`src/core/mci_pkg.sv`:
```
// shared constants for the mailbox command link: mailbox layout, codes, host register map
// assumes both ends and the bench import this package
package mci_pkg;

  // =====================================================================
  // mailbox layout
  localparam int         MB_COUNT     = 32;
  localparam int         MB_AW        = 5;
  localparam int         HDR_LEN      = 4;
  localparam logic [7:0] DATA_MAX     = 8'h1c;
  localparam logic [4:0] MB_APP       = 5'h00;
  localparam logic [4:0] MB_CODE      = 5'h01;
  localparam logic [4:0] MB_OFS_LO    = 5'h02;
  localparam logic [4:0] MB_REQ       = 5'h03;
  localparam logic [4:0] MB_DATA      = 5'h04;
  localparam int         FLAG_BIT     = 7;
  localparam int         CODE_HI      = 6;
  localparam int         CODE_LO      = 4;
  localparam int         OFS_HI_BIT   = 3;

  // =====================================================================
  // application identifiers and command codes
  localparam logic [7:0] APP_VERSION  = 8'h00;
  localparam logic [7:0] APP_MAP      = 8'h04;
  localparam logic [7:0] APP_USER_LO  = 8'h0c;
  localparam logic [7:0] APP_USER_HI  = 8'h0d;
  localparam logic [7:0] APP_MODE     = 8'h18;
  localparam logic [7:0] APP_LAST     = 8'h1f;
  localparam logic [2:0] CMD_FIXED    = 3'h0;
  localparam logic [2:0] CMD_CFG_RD   = 3'h1;
  localparam logic [2:0] CMD_CFG_WR   = 3'h2;
  localparam logic [2:0] CMD_STATUS   = 3'h3;
  localparam logic [6:0] NO_ERROR_CODE      = 7'h00;
  localparam logic [6:0] BAD_PARAMETER_CODE = 7'h04;

  // =====================================================================
  // application data sizes
  localparam logic [7:0] VERSION_LEN  = 8'h0c;
  localparam logic [7:0] CFG_LEN      = 8'h08;
  localparam logic [7:0] STATUS_LEN   = 8'h02;
  localparam logic [2:0] MODE_IRQ_BYTE = 3'h0;
  localparam int         MODE_IRQ_BIT = 0;
  // arbitrary identity and version bytes
  localparam logic [95:0] VERSION_BYTES = 96'h0c0b0a09_08070605_04030201;

  // =====================================================================
  // host register map (AXI4-Lite, byte addresses)
  localparam logic [11:0] REG_CMD     = 12'h000;
  localparam logic [11:0] REG_CTRL    = 12'h004;
  localparam logic [11:0] REG_STATUS  = 12'h008;
  localparam logic [11:0] REG_WDATA   = 12'h020;
  localparam logic [11:0] REG_RDATA   = 12'h040;
  localparam int          CMDR_APP_LO = 0;
  localparam int          CMDR_CNT_LO = 8;
  localparam int          CMDR_OFS_LO = 16;
  localparam int          CMDR_CODE_LO = 28;
  localparam int          CTRL_GO_BIT = 0;
  localparam logic [1:0]  RESP_OKAY   = 2'b00;
  localparam logic [1:0]  RESP_SLVERR = 2'b10;

endpackage

```
`src/core/mci_link_if.sv`:
```
// mailbox link between the command host and the mailbox device
// assumes one clock; every signal changes just after a rising edge of clk_sys
`timescale 1ns/1ps
interface mci_link_if (
  input wire logic clk_sys,
  input wire logic rst_n
);
  logic       sel;
  logic       start;
  logic [7:0] addr;
  logic       wr;
  logic [7:0] wdata;
  logic       rd;
  logic [7:0] rdata;
  logic       rvalid;
  logic       irq;

  modport dev  (input sel, start, addr, wr, wdata, rd, output rdata, rvalid, irq);
  modport host (output sel, start, addr, wr, wdata, rd, input rdata, rvalid, irq);
endinterface

```
`src/core/mci_host.sv`:
```
// command host end: AXI4-Lite register slave that runs one mailbox command per go
// assumes the device end on the same clock behind mci_link_if
//
// Decided for this implementation: the placing of the registers and the AXI4-Lite interface to the registers.
`timescale 1ns/1ps
module mci_host
  import mci_pkg::*;
(
  input  wire logic        clk_sys,
  input  wire logic        rst_n,
  input  wire logic [11:0] s_axi_awaddr,
  input  wire logic        s_axi_awvalid,
  output logic             s_axi_awready,
  input  wire logic [31:0] s_axi_wdata,
  input  wire logic [3:0]  s_axi_wstrb,
  input  wire logic        s_axi_wvalid,
  output logic             s_axi_wready,
  output logic [1:0]       s_axi_bresp,
  output logic             s_axi_bvalid,
  input  wire logic        s_axi_bready,
  input  wire logic [11:0] s_axi_araddr,
  input  wire logic        s_axi_arvalid,
  output logic             s_axi_arready,
  output logic [31:0]      s_axi_rdata,
  output logic [1:0]       s_axi_rresp,
  output logic             s_axi_rvalid,
  input  wire logic        s_axi_rready,
  mci_link_if.host         link
);

  typedef enum logic [5:0] {H_IDLE = 6'b000001, H_START = 6'b000010, H_WR = 6'b000100,
                            H_RD = 6'b001000, H_WAIT = 6'b010000, H_END = 6'b100000} host_state_t;
  typedef enum logic [2:0] {PH_W = 3'b001, PH_P = 3'b010, PH_R = 3'b100} phase_t;

  logic [7:0]  wbuf_r [0:27];
  logic [7:0]  wbuf_nxt [0:27];
  logic [7:0]  rbuf_r [0:31];
  logic [7:0]  rbuf_nxt [0:31];
  logic [31:0] cmd_r, cmd_nxt;
  logic        aw_h_r, aw_h_nxt, w_h_r, w_h_nxt, bv_r, bv_nxt, rv_r, rv_nxt;
  logic [11:0] awa_r, awa_nxt;
  logic [31:0] wd_r, wd_nxt, rd_r, rd_nxt;
  logic [3:0]  ws_r, ws_nxt;
  logic [1:0]  bresp_r, bresp_nxt, rresp_r, rresp_nxt;
  logic        go;

  host_state_t st_r, st_nxt;
  phase_t      ph_r, ph_nxt;
  logic [4:0]  n_r, n_nxt;
  logic [5:0]  total_r, total_nxt;
  logic [7:0]  addr_r, addr_nxt, wdata_r, wdata_nxt, act_r, act_nxt, cnt_clip;
  logic [6:0]  err_r, err_nxt;
  logic        fin_r, fin_nxt, done_r, done_nxt;

  function automatic logic [7:0] tx_byte(input logic [4:0] i);
    case (i)
      5'h00:   tx_byte = cmd_r[CMDR_APP_LO +: 8];
      5'h01:   tx_byte = {1'b0, cmd_r[CMDR_CODE_LO +: 3], cmd_r[CMDR_OFS_LO+8 +: 4]};
      5'h02:   tx_byte = cmd_r[CMDR_OFS_LO +: 8];
      5'h03:   tx_byte = cmd_r[CMDR_CNT_LO +: 8];
      default: tx_byte = wbuf_r[i - MB_DATA];
    endcase
  endfunction

  // =====================================================================
  // AXI4-Lite slave
  always_comb begin
    aw_h_nxt  = aw_h_r;
    awa_nxt   = awa_r;
    w_h_nxt   = w_h_r;
    wd_nxt    = wd_r;
    ws_nxt    = ws_r;
    bv_nxt    = bv_r;
    bresp_nxt = bresp_r;
    cmd_nxt   = cmd_r;
    wbuf_nxt  = wbuf_r;
    go        = 1'b0;
    if (s_axi_awvalid && s_axi_awready) begin
      aw_h_nxt = 1'b1;
      awa_nxt  = s_axi_awaddr;
    end
    if (s_axi_wvalid && s_axi_wready) begin
      w_h_nxt = 1'b1;
      wd_nxt  = s_axi_wdata;
      ws_nxt  = s_axi_wstrb;
    end
    if (bv_r && s_axi_bready) begin
      bv_nxt = 1'b0;
    end
    if (aw_h_r && w_h_r) begin
      aw_h_nxt  = 1'b0;
      w_h_nxt   = 1'b0;
      bv_nxt    = 1'b1;
      bresp_nxt = RESP_OKAY;
      if (awa_r[11:2] == REG_CMD[11:2]) begin
        for (int b = 0; b < 4; b++) begin
          if (ws_r[b]) cmd_nxt[8*b +: 8] = wd_r[8*b +: 8];
        end
      end else if (awa_r[11:2] == REG_CTRL[11:2]) begin
        go = ws_r[0] && wd_r[CTRL_GO_BIT];
      end else if (awa_r[11:5] == REG_WDATA[11:5] && awa_r[4:2] != 3'h7) begin
        for (int b = 0; b < 4; b++) begin
          if (ws_r[b]) wbuf_nxt[{awa_r[4:2], 2'(b)}] = wd_r[8*b +: 8];
        end
      end else begin
        bresp_nxt = RESP_SLVERR;
      end
    end
    rv_nxt    = rv_r;
    rd_nxt    = rd_r;
    rresp_nxt = rresp_r;
    if (rv_r && s_axi_rready) begin
      rv_nxt = 1'b0;
    end
    if (s_axi_arvalid && s_axi_arready) begin
      rv_nxt    = 1'b1;
      rresp_nxt = RESP_OKAY;
      rd_nxt    = 32'h0000_0000;
      if (s_axi_araddr[11:2] == REG_CMD[11:2]) begin
        rd_nxt = cmd_r;
      end else if (s_axi_araddr[11:2] == REG_STATUS[11:2]) begin
        rd_nxt = {7'h00, link.irq, act_r, 1'b0, err_r, 6'h00, done_r, st_r != H_IDLE};
      end else if (s_axi_araddr[11:5] == REG_RDATA[11:5]) begin
        for (int b = 0; b < 4; b++) begin
          rd_nxt[8*b +: 8] = rbuf_r[{s_axi_araddr[4:2], 2'(b)}];
        end
      end else begin
        rresp_nxt = RESP_SLVERR;
      end
    end
  end

  assign s_axi_awready = !aw_h_r && !bv_r;
  assign s_axi_wready  = !w_h_r && !bv_r;
  assign s_axi_arready = !rv_r;

  // =====================================================================
  // link sequencer: write command, poll flag, read back all mailboxes
  always_comb begin
    st_nxt    = st_r;
    ph_nxt    = ph_r;
    n_nxt     = n_r;
    total_nxt = total_r;
    addr_nxt  = addr_r;
    wdata_nxt = wdata_r;
    fin_nxt   = fin_r;
    done_nxt  = done_r;
    err_nxt   = err_r;
    act_nxt   = act_r;
    rbuf_nxt  = rbuf_r;
    cnt_clip  = (cmd_r[CMDR_CNT_LO +: 8] > DATA_MAX) ? DATA_MAX : cmd_r[CMDR_CNT_LO +: 8];
    case (st_r)
      H_IDLE: if (go) begin
        st_nxt    = H_START;
        ph_nxt    = PH_W;
        addr_nxt  = 8'h00;
        done_nxt  = 1'b0;
        total_nxt = 6'(HDR_LEN) +
                    ((cmd_r[CMDR_CODE_LO +: 3] == CMD_CFG_WR) ? cnt_clip[5:0] : 6'h00);
      end
      H_START: begin
        n_nxt     = 5'h00;
        wdata_nxt = tx_byte(5'h00);
        st_nxt    = (ph_r == PH_W) ? H_WR : H_RD;
      end
      H_WR: begin
        if ({1'b0, n_r} == total_r - 6'h01) begin
          st_nxt = H_END;
          ph_nxt = PH_P;
        end else begin
          n_nxt     = n_r + 5'h01;
          wdata_nxt = tx_byte(n_r + 5'h01);
        end
      end
      H_RD: st_nxt = H_WAIT;
      H_WAIT: if (link.rvalid) begin
        if (ph_r == PH_P) begin
          ph_nxt = link.rdata[FLAG_BIT] ? PH_R : PH_P;
          st_nxt = H_END;
        end else begin
          rbuf_nxt[n_r] = link.rdata;
          n_nxt         = n_r + 5'h01;
          st_nxt        = H_RD;
          if (n_r == 5'h1f) begin
            fin_nxt = 1'b1;
            st_nxt  = H_END;
          end
        end
      end
      H_END: begin
        st_nxt   = H_START;
        addr_nxt = (ph_r == PH_P) ? {3'h0, MB_CODE} : {3'h0, MB_APP};
        if (fin_r) begin
          st_nxt   = H_IDLE;
          fin_nxt  = 1'b0;
          done_nxt = 1'b1;
          err_nxt  = rbuf_r[MB_CODE][6:0];
          act_nxt  = rbuf_r[MB_OFS_LO];
        end
      end
      default: st_nxt = H_IDLE;
    endcase
  end

  always_ff @(posedge clk_sys or negedge rst_n) begin
    if (!rst_n) begin
      aw_h_r  <= 1'b0;
      awa_r   <= 12'h000;
      w_h_r   <= 1'b0;
      wd_r    <= 32'h0000_0000;
      ws_r    <= 4'h0;
      bv_r    <= 1'b0;
      bresp_r <= RESP_OKAY;
      rv_r    <= 1'b0;
      rd_r    <= 32'h0000_0000;
      rresp_r <= RESP_OKAY;
      cmd_r   <= 32'h0000_0000;
      st_r    <= H_IDLE;
      ph_r    <= PH_W;
      n_r     <= 5'h00;
      total_r <= 6'h00;
      addr_r  <= 8'h00;
      wdata_r <= 8'h00;
      fin_r   <= 1'b0;
      done_r  <= 1'b0;
      err_r   <= 7'h00;
      act_r   <= 8'h00;
      for (int i = 0; i < 28; i++) wbuf_r[i] <= 8'h00;
      for (int i = 0; i < 32; i++) rbuf_r[i] <= 8'h00;
    end else begin
      aw_h_r  <= aw_h_nxt;
      awa_r   <= awa_nxt;
      w_h_r   <= w_h_nxt;
      wd_r    <= wd_nxt;
      ws_r    <= ws_nxt;
      bv_r    <= bv_nxt;
      bresp_r <= bresp_nxt;
      rv_r    <= rv_nxt;
      rd_r    <= rd_nxt;
      rresp_r <= rresp_nxt;
      cmd_r   <= cmd_nxt;
      st_r    <= st_nxt;
      ph_r    <= ph_nxt;
      n_r     <= n_nxt;
      total_r <= total_nxt;
      addr_r  <= addr_nxt;
      wdata_r <= wdata_nxt;
      fin_r   <= fin_nxt;
      done_r  <= done_nxt;
      err_r   <= err_nxt;
      act_r   <= act_nxt;
      wbuf_r  <= wbuf_nxt;
      rbuf_r  <= rbuf_nxt;
    end
  end

  assign s_axi_bvalid = bv_r;
  assign s_axi_bresp  = bresp_r;
  assign s_axi_rvalid = rv_r;
  assign s_axi_rdata  = rd_r;
  assign s_axi_rresp  = rresp_r;
  assign link.sel     = (st_r != H_IDLE) && (st_r != H_END);
  assign link.start   = (st_r == H_START);
  assign link.addr    = addr_r;
  assign link.wr      = (st_r == H_WR);
  assign link.wdata   = wdata_r;
  assign link.rd      = (st_r == H_RD);

endmodule

```
`src/flat_wrapper.sv`:
```
// flat-port wrapper written by rule: the top's interface ports become plain ports
module mci_host_flat import mci_pkg::*;
  (clk_sys, rst_n, s_axi_awaddr, s_axi_awvalid, s_axi_awready, s_axi_wdata, s_axi_wstrb, s_axi_wvalid, s_axi_wready, s_axi_bresp, s_axi_bvalid, s_axi_bready, s_axi_araddr, s_axi_arvalid, s_axi_arready, s_axi_rdata, s_axi_rresp, s_axi_rvalid, s_axi_rready, link_sel, link_start, link_addr, link_wr, link_wdata, link_rd, link_rdata, link_rvalid, link_irq);
  mci_link_if link_i (.clk_sys(clk_sys), .rst_n(rst_n));
  input  wire logic clk_sys;
  input  wire logic rst_n;
  input  wire logic [11:0] s_axi_awaddr;
  input  wire logic s_axi_awvalid;
  output logic s_axi_awready;
  input  wire logic [31:0] s_axi_wdata;
  input  wire logic [3:0] s_axi_wstrb;
  input  wire logic s_axi_wvalid;
  output logic s_axi_wready;
  output logic [1:0] s_axi_bresp;
  output logic s_axi_bvalid;
  input  wire logic s_axi_bready;
  input  wire logic [11:0] s_axi_araddr;
  input  wire logic s_axi_arvalid;
  output logic s_axi_arready;
  output logic [31:0] s_axi_rdata;
  output logic [1:0] s_axi_rresp;
  output logic s_axi_rvalid;
  input  wire logic s_axi_rready;
  output wire logic [$bits(link_i.sel)-1:0] link_sel;
  output wire logic [$bits(link_i.start)-1:0] link_start;
  output wire logic [$bits(link_i.addr)-1:0] link_addr;
  output wire logic [$bits(link_i.wr)-1:0] link_wr;
  output wire logic [$bits(link_i.wdata)-1:0] link_wdata;
  output wire logic [$bits(link_i.rd)-1:0] link_rd;
  input wire logic [$bits(link_i.rdata)-1:0] link_rdata;
  input wire logic [$bits(link_i.rvalid)-1:0] link_rvalid;
  input wire logic [$bits(link_i.irq)-1:0] link_irq;
  assign link_sel = link_i.sel;
  assign link_start = link_i.start;
  assign link_addr = link_i.addr;
  assign link_wr = link_i.wr;
  assign link_wdata = link_i.wdata;
  assign link_rd = link_i.rd;
  assign link_i.rdata = link_rdata;
  assign link_i.rvalid = link_rvalid;
  assign link_i.irq = link_irq;
  mci_host u_core (.clk_sys(clk_sys), .rst_n(rst_n), .s_axi_awaddr(s_axi_awaddr), .s_axi_awvalid(s_axi_awvalid), .s_axi_awready(s_axi_awready), .s_axi_wdata(s_axi_wdata), .s_axi_wstrb(s_axi_wstrb), .s_axi_wvalid(s_axi_wvalid), .s_axi_wready(s_axi_wready), .s_axi_bresp(s_axi_bresp), .s_axi_bvalid(s_axi_bvalid), .s_axi_bready(s_axi_bready), .s_axi_araddr(s_axi_araddr), .s_axi_arvalid(s_axi_arvalid), .s_axi_arready(s_axi_arready), .s_axi_rdata(s_axi_rdata), .s_axi_rresp(s_axi_rresp), .s_axi_rvalid(s_axi_rvalid), .s_axi_rready(s_axi_rready), .link(link_i));
endmodule
```
`config.mk`:
```
export PLATFORM = sky130hd
export DESIGN_NAME = mci_host_flat
export DESIGN_NICKNAME = d
export VERILOG_FILES = /design/src/core/mci_pkg.sv /design/src/core/mci_link_if.sv /design/src/core/mci_host.sv /design/src/flat_wrapper.sv
export SDC_FILE = /design/constraint.sdc
export NUM_CORES = 1
export LEC_CHECK = 0
export BUFFER_PORTS_ARGS = -buffer_cell sky130_fd_sc_hd__buf_2
export CAP_MARGIN = 20
export CORE_MARGIN = 2
export CORE_UTILIZATION = 35
export DETAILED_ROUTE_END_ITERATION = 8
export PLACE_DENSITY = 0.56
export SETUP_SLACK_MARGIN = 0.5
export SLEW_MARGIN = 5
export SYNTH_ARGS = -nofsm -noshare
export SYNTH_HDL_FRONTEND = slang
export SYNTH_SLANG_ARGS = --single-unit
```
`constraint.sdc`:
```
create_clock -name clk_sys -period 9.31 [get_ports clk_sys]
set_input_delay 0.4655 -clock clk_sys [delete_from_list [all_inputs] [get_ports clk_sys]]
set_output_delay 0.4655 -clock clk_sys [all_outputs]
set_load 0.01 [all_outputs]
```
==> flow_summary.toml, run 1 <==
[run_status]
result_of_the_run = "finished, final reports clean"

[drt]
drt-wirelength-per-cell_um = 25.6
drt_iter0_markers = 1411
drc = 0
firstDrtPassIters = 6
routed_wl_mm = 83.2
num_vias = 17900
postRouteAntennaNets = 0
via_per_inst = 5.51

[logic_synthesis]
synth_seq_area_share_pct = 55.2
synthArstFlopShare_pct = 100
synth-warning-count = 0
yosys_register_bits = 642
post-synth-top-area-fraction_pct = 55.1
yosys-top-cells-count = "dfrtp_1 (640), mux2_2 (586), mux4_2 (102)"
cell_accounting_for_the_most_synthesized_area = "dfrtp_1"
cell_with_the_most_instances_after_synthesis = "dfrtp_1"
post_synth.cell_area_avg_sq_um = 14.5
synth.lib_cells_used.distinct = 70
netlist_instances = 2002
synthFlopType = "dfrtp_1"
mappedNetlistArea_sq_um = 29100
synth_edf_count = 0
synth.area.top_cells = "dfrtp_1 (55%), mux2_2 (23%), mux4_2 (7.9%)"

[power_and_ir_drop]
internal_power_w = 0.00516
total_power_w = 0.00758
p_sw_w = 0.00243
worst_vdd_rail_ir_drop_mv = 0.154
share_seq_of_total_power_pct = 46.7
share_comb_of_total_power_pct = 15.2
power.share.switching_pct = 32.0
power.static_leakage_nw = 16.1
p_per_area_nw_per_um2 = 228
clock_power_share_pct = 38.1

[clock_network]
postCtsResizedCells = 0
clock-sinks = 642
root_cell_of_the_clock_tree = "clkbuf_16"
clk-insertion-delay-late_ns = 0.63
clock_tree_from_tritoncts = "yes"
holdBufCountCts = 1
inserted_clock_buffers = 74
cts.reportedPaths.clkPinSlew_ns = 0.06
max-clock-path-buffers = 3
post_cts_buffers = 0
cts.htree.levels = 3

[timing]
post-route-period-util_pct = 46.0
final.setup_skew_ns = 0.0314
final_hold_viol_count = 0
slew_headroom_pct = 25.9
timing.final.max_slew_violations = 0
layout_min_cycle_time_ns = 4.28
worst_pin_slew_ns = 1.11
setup_viol = 0
final_critical_path_setup_slack_ns = 5.03
setup_tns_ns = 0
grt_setup_unrepaired = "no"
max_clock_freq_ghz = 0.234

[finish]
fin_cells = 3250
finish.net_count = 2207
drive_above_1_share_pct = 45.8
fin_util_pct = 40.5
area.growth.synth_to_final_pct = 14.4

[global_route]
grt.overflow.total = 0
grt_start_max_net_pins = 113
grt_pass1_wl_mm = 125
first_global_vias = 18900
global_route.usage.total_pct = 19.6
grt_antenna_before_repair = 7

[hold_path]
hold_class = "in -> reg"

[place]
number_of_port_buffers = 124
gpl.final_weighted_congestion = 0.848
place.detailed.instances = 3109
pre_cts_slack_ns = 4.98
dp.final_hpwl_mm = 55.2

[floorplan]
die_area_sq_um = 85400
floorplan.rows = 105
ios = 138
fp.dieW_um = 292
initial_core_util_pct = 35.4
dieHeight_um = 292
core-area_sq_um = 82200

[worst_setup_path]
arrival_ns = 4.83
worst-path-max-fanout = 22
critPathKind = "reg -> reg"
crit_required_ns = 9.86
critPathCaptureType = "register"
cp-start-kind = "register"

[flow_run]
drv_cap = 0
==> stage by stage <==
stage	hold slack, ns	cell area, sq um
detailed placement	0.472	30700
global route	0.0226	33300
global placement	0.464	30700
CTS	0.00373	33200
floorplan	0.170	29100
finish	0.0338	33300
==> kinds of logic (layout without fill, tap and decap cells) <==
family / after synthesis / in the layout / synth area share (%)
adders and majority gates: 10 / 10 / 0.430
and+or+nand+nor: 275 / 275 / 4.70
muxes: 739 / 739 / 32.7
other: 1 / 11 / 0.0129
DFF: 642 / 642 / 55.2
buffers and inverters: 134 / 302 / 2.08
AOI/OAI and AO/OA: 191 / 191 / 4.46
xor gates and xnor gates: 10 / 10 / 0.327
==> power groups by stage <==
stage | combinational, W | sequential, W | clock (W)
2_1_floorplan | 0.000829 | 0.00319 | 0
3_3_place_gp | 0.00113 | 0.00359 | 0
3_5_place_dp | 0.00115 | 0.00360 | 0
4_1_cts | 0.00116 | 0.00354 | 0.00296
5_1_grt | 0.00125 | 0.00356 | 0.00308
6_report | 0.00115 | 0.00354 | 0.00289
==> registers in the layout, summed over array words and instances, names as in the netlist, 3 cells and up <==
| name | flops |
|---|---|
| u_core.act_r | 8 |
| u_core.awa_r | 10 |
| u_core.cmd_r | 32 |
| u_core.err_r | 7 |
| u_core.link.wdata | 8 |
| u_core.n_r | 5 |
| u_core.ph_r | 3 |
| u_core.rbuf_r | 256 |
| u_core.s_axi_rdata | 32 |
| u_core.st_r | 6 |
| u_core.total_r | 6 |
| u_core.wbuf_r | 224 |
| u_core.wd_r | 32 |
| u_core.ws_r | 4 |
==> worst max-delay path, cell delays in order (launching register included) <==
cell and delay [ns]:
dfrtp_2 0.80, ha_1 0.41, xor2_2 0.52, inv_2 0.24, ha_1 0.26, xnor2_1 0.79, a21boi_1 0.68, a21o_1 0.16
a21oi_1 0.04, o221ai_1 0.16, a22o_1 0.15
==> cells in the final DEF (no fill, tap or decap), types with 5 or more instances in the layout <==
cell type	instances
or3_1	7
nand3_1	12
conb_1	9
clkinv_2	8
a21oi_1	44
nand2_2	35
dfrtp_1	639
nor2_1	60
mux2_1	5
and2_1	11
ha_1	9
mux4_1	7
and3_1	10
a221oi_1	9
clkbuf_16	77
clkbuf_8	12
xor2_1	5
inv_1	17
a21o_1	9
a32o_1	5
mux2_2	586
nor3_1	10
a222oi_1	20
nand4_1	6
o21ai_0	46
mux4_2	102
a22o_1	7
buf_2	122
a22oi_1	20
mux2i_1	39
nand2_1	90
clkbuf_1	27
buf_4	22
==> area by class of cell <==
cell class / count / area (sq um)
tap: 1070 / 1340
antenna: 2 / 5.00
clock buffer: 116 / 2190
inverter: 18 / 67.6
multi-input combinational: 1234 / 12500
clock inverter: 18 / 218
timing repair buffer: 150 / 911
fill: 7615 / 49000
sequential: 642 / 16100
==> final timing paths <==
check	slack [ns]	cells past startpoint	start	to
max	5.03	10	u_core.n_r[0]	u_core.link.wdata[2]
min	0.03	2	s_axi_rready	u_core.s_axi_rvalid
max reg2reg	5.03	10	u_core.n_r[0]	u_core.link.wdata[2]
min reg2reg	0.48	2	u_core.s_axi_rdata[1]	u_core.s_axi_rdata[1]
max in group asynchronous	6.35	4	rst_n	u_core.rbuf_r[7]
min in group asynchronous	0.50	2	rst_n	u_core.s_axi_rdata[0]
==> layer usage <==
metal  global-route usage [%]  vias to the layer above  share of wire, %
met2                     31.0                      529                47
met5                        0                        -             0.024
met1                     27.3                     9571                44
li1                         -                     7675                 -
met3                     3.66                      138               5.8
met4                     6.48                        2               3.1
No activity file was read; power rests on OpenSTA's default activity.
==> inputs of run 2 (changes only) <==
- ABC_AREA: default -> 1
- PLACE_DENSITY: 0.56 -> 0.58
- clock period: 9.31 -> 3.85 ns (I/O delays scaled with it)
==> run 2 against run 1 <==
Synthesized cell count increased by 76%. Via count is 39% higher. Wire length up 14%. Worst setup slack worse by 4.3 ns. Design area rose by 1.5%. Largest power group unchanged. Highest routed layer is now met4. Sequential power increased by 120%.
==> flow_summary.toml, run 2 <==
[finish]
final_common_cell = "nand2_1"
drive_above_1_share_pct = 9.87
num-fill-cells = 8499
largest_register_ff_count = 256
fin_cells = 4759
number_of_inserted_diodes = 0
finish.net_count = 3715
area.growth.synth_to_final_pct = 14.8
regMostFlops = "u_core.rbuf_r"
mostFrequentLayoutCells = "nand2_1 (878), o21ai_0 (696), dfrtp_1 (639)"
largestRegisters = "u_core.rbuf_r: 256 flops, u_core.wbuf_r: 224 flops"

[clock_network]
cts.reportedPaths.clkPinSlew_ns = 0.06
max-clock-path-buffers = 3
clock-sinks = 642
inserted_clock_buffers = 71
root_cell_of_the_clock_tree = "clkbuf_16"
clock_tree_from_tritoncts = "yes"
clk-insertion-delay-late_ns = 0.62
cts.htree.levels = 3

[logic_synthesis]
mappedNetlistArea_sq_um = 29400
yosys_register_bits = 642
synthArstFlopShare_pct = 100
synth_edf_count = 0
synth.lib_cells_used.distinct = 46
synth.area.top_cells = "dfrtp_1 (54%), o21ai_0 (12%), nand2_1 (11%)"
synthFlopType = "dfrtp_1"
synth-warning-count = 0
synth_seq_area_share_pct = 54.6
cell_accounting_for_the_most_synthesized_area = "dfrtp_1"
post_synth.cell_area_avg_sq_um = 8.34
netlist_instances = 3528
cell_with_the_most_instances_after_synthesis = "nand2_1"
yosys-top-cells-count = "nand2_1 (879), o21ai_0 (696), dfrtp_1 (640)"
post-synth-top-area-fraction_pct = 54.4

[flow_run]
drv_cap = 0

[power_and_ir_drop]
power.static_leakage_nw = 15.4
p_per_area_nw_per_um2 = 542
worst_vdd_rail_ir_drop_mv = 0.481

[floorplan]
dieHeight_um = 294
fp.dieW_um = 294
initial_core_util_pct = 35.3
core-area_sq_um = 83400
ios = 138
floorplan.rows = 106
die_area_sq_um = 86400

[timing]
grt_setup_unrepaired = "no"
post-route-period-util_pct = 80.4
final_hold_viol_count = 0
max_clock_freq_ghz = 0.323
slew_headroom_pct = 32.1
final.setup_skew_ns = 0.0202
layout_min_cycle_time_ns = 3.09
worst_pin_slew_ns = 1.01
final_critical_path_setup_slack_ns = 0.756
setup_tns_ns = 0
timing.final.max_slew_violations = 0
setup_viol = 0

[drt]
met2WireLength_mm = 43.8
route.met3.wl_mm = 6.01
firstDrtPassIters = 8
highest-signal-layer = "met4"
num_vias = 24900
via_per_inst = 5.22
drt-wirelength-per-cell_um = 20.0
metal1_wirelength_mm = 41.7
routed_wl_mm = 95.1
postRouteAntennaNets = 0
drc = 0
drt_iter0_markers = 2316

[worst_setup_path]
crit_required_ns = 4.34
cp-start-kind = "register"
arrival_ns = 3.59
critPathKind = "reg -> reg"
worst-path-max-fanout = 8
reg2regPathDepth = 13
critPathCaptureType = "register"

[run_status]
result_of_the_run = "finished, final reports clean"

[hold_path]
hold_class = "in -> reg"
min_path_cells = 3

[global_route]
grt_antenna_before_repair = 1
grt_start_max_net_pins = 150
grt.overflow.total = 0
global_route.usage.total_pct = 22.0
grt_pass1_wl_mm = 145
first_global_vias = 23400

[place]
gpl.final_weighted_congestion = 0.883
pre_cts_slack_ns = 0.852
place.detailed.instances = 4582
number_of_port_buffers = 124
dp.final_hpwl_mm = 63.0
-- run 2: final timing paths --
path / startpoint / to / slack (ns)
setup / recovery: u_core.n_r[1] / u_core.link.wdata[0] / 0.76
hold / removal: link_irq / u_core.s_axi_rdata[24] / 0.02
setup reg to reg: u_core.n_r[1] / u_core.link.wdata[0] / 0.76
hold reg to reg: u_core.ph_r[0] / u_core.ph_r[0] / 0.48
max in group asynchronous: rst_n / u_core.wd_r[24] / 2.56
min in group asynchronous: rst_n / u_core.rbuf_r[220] / 0.19
-- run 2: area by class of cell --
cell class	count	area [sq um]	area share, %
clock buffer	103	2040	6.03
tap	1080	1350	4.00
inverter	181	682	2.02
clock inverter	21	211	0.626
multi-input combinational	2496	11600	34.4
sequential	642	16100	47.6
timing repair buffer	236	1820	5.39
-- run 2: critical path: stages (launching register included) --
cell and delay [ns]:
dfrtp_1 0.46, ha_1 0.42, inv_1 0.15, nor3_1 0.30
ha_1 0.35, inv_1 0.08, nand2_1 0.08, nor2_1 0.47
nor4_2 0.12, buf_4 0.19, nand3_1 0.14, nand2_1 0.10
nand2_1 0.07, nand2_1 0.04
-- run 2: per-stage QoR --
| stage | cell area, sq um | power [W] | utilization [%] | hold slack (ns) |
|---|---|---|---|---|
| 2_1_floorplan | 29500 | 0.00980 | - | -0.103 |
| 3_5_place_dp | 31000 | 0.0117 | 37.1 | 0.315 |
| 3_3_place_gp | 30900 | 0.0117 | 37.0 | 0.319 |
| 4_1_cts | 33700 | 0.0184 | 40.4 | 0.00566 |
| 6_report | 33800 | 0.0183 | 40.5 | 0.0197 |
| 5_1_grt | 33800 | 0.0191 | 40.5 | 0.0178 |
-- run 2: where the power goes --
part / leakage [nW] / switching (W) / internal, W
sequential: 8.74 / 0.000407 / 0.00722
clock: 1.11 / 0.00280 / 0.00388
combinational: 5.60 / 0.00303 / 0.000973
total: 15.4 / 0.00624 / 0.0121
-- run 2: what timing repair did --
item / 4_1_cts / 5_1_grt
hold buffers: 51 / 1
endpoints found under the setup margin: 0 / 1
resized for setup: 0 / 1
setup buffers: 0 / 0
endpoints found under the hold margin: 127 / 1
-- run 2: per-layer routing --
metal	vias to the layer above	GRT usage [%]
li1	11900	-
met5	-	0
met3	162	3.58
met2	804	34.6
met1	12000	30.5
met4	0	8.18
-- run 2: cells by family after synthesis --
kind of cell    Yosys count  share of synthesized area [%]
simple gates           1472                           20.6
compound gates          994                           17.9
flops                   642                           54.6
buf+inv                 398                           6.12
fa+ha+maj                10                          0.425
xor+xnor                  6                          0.204
mux                       5                          0.191
other cells               1                         0.0127
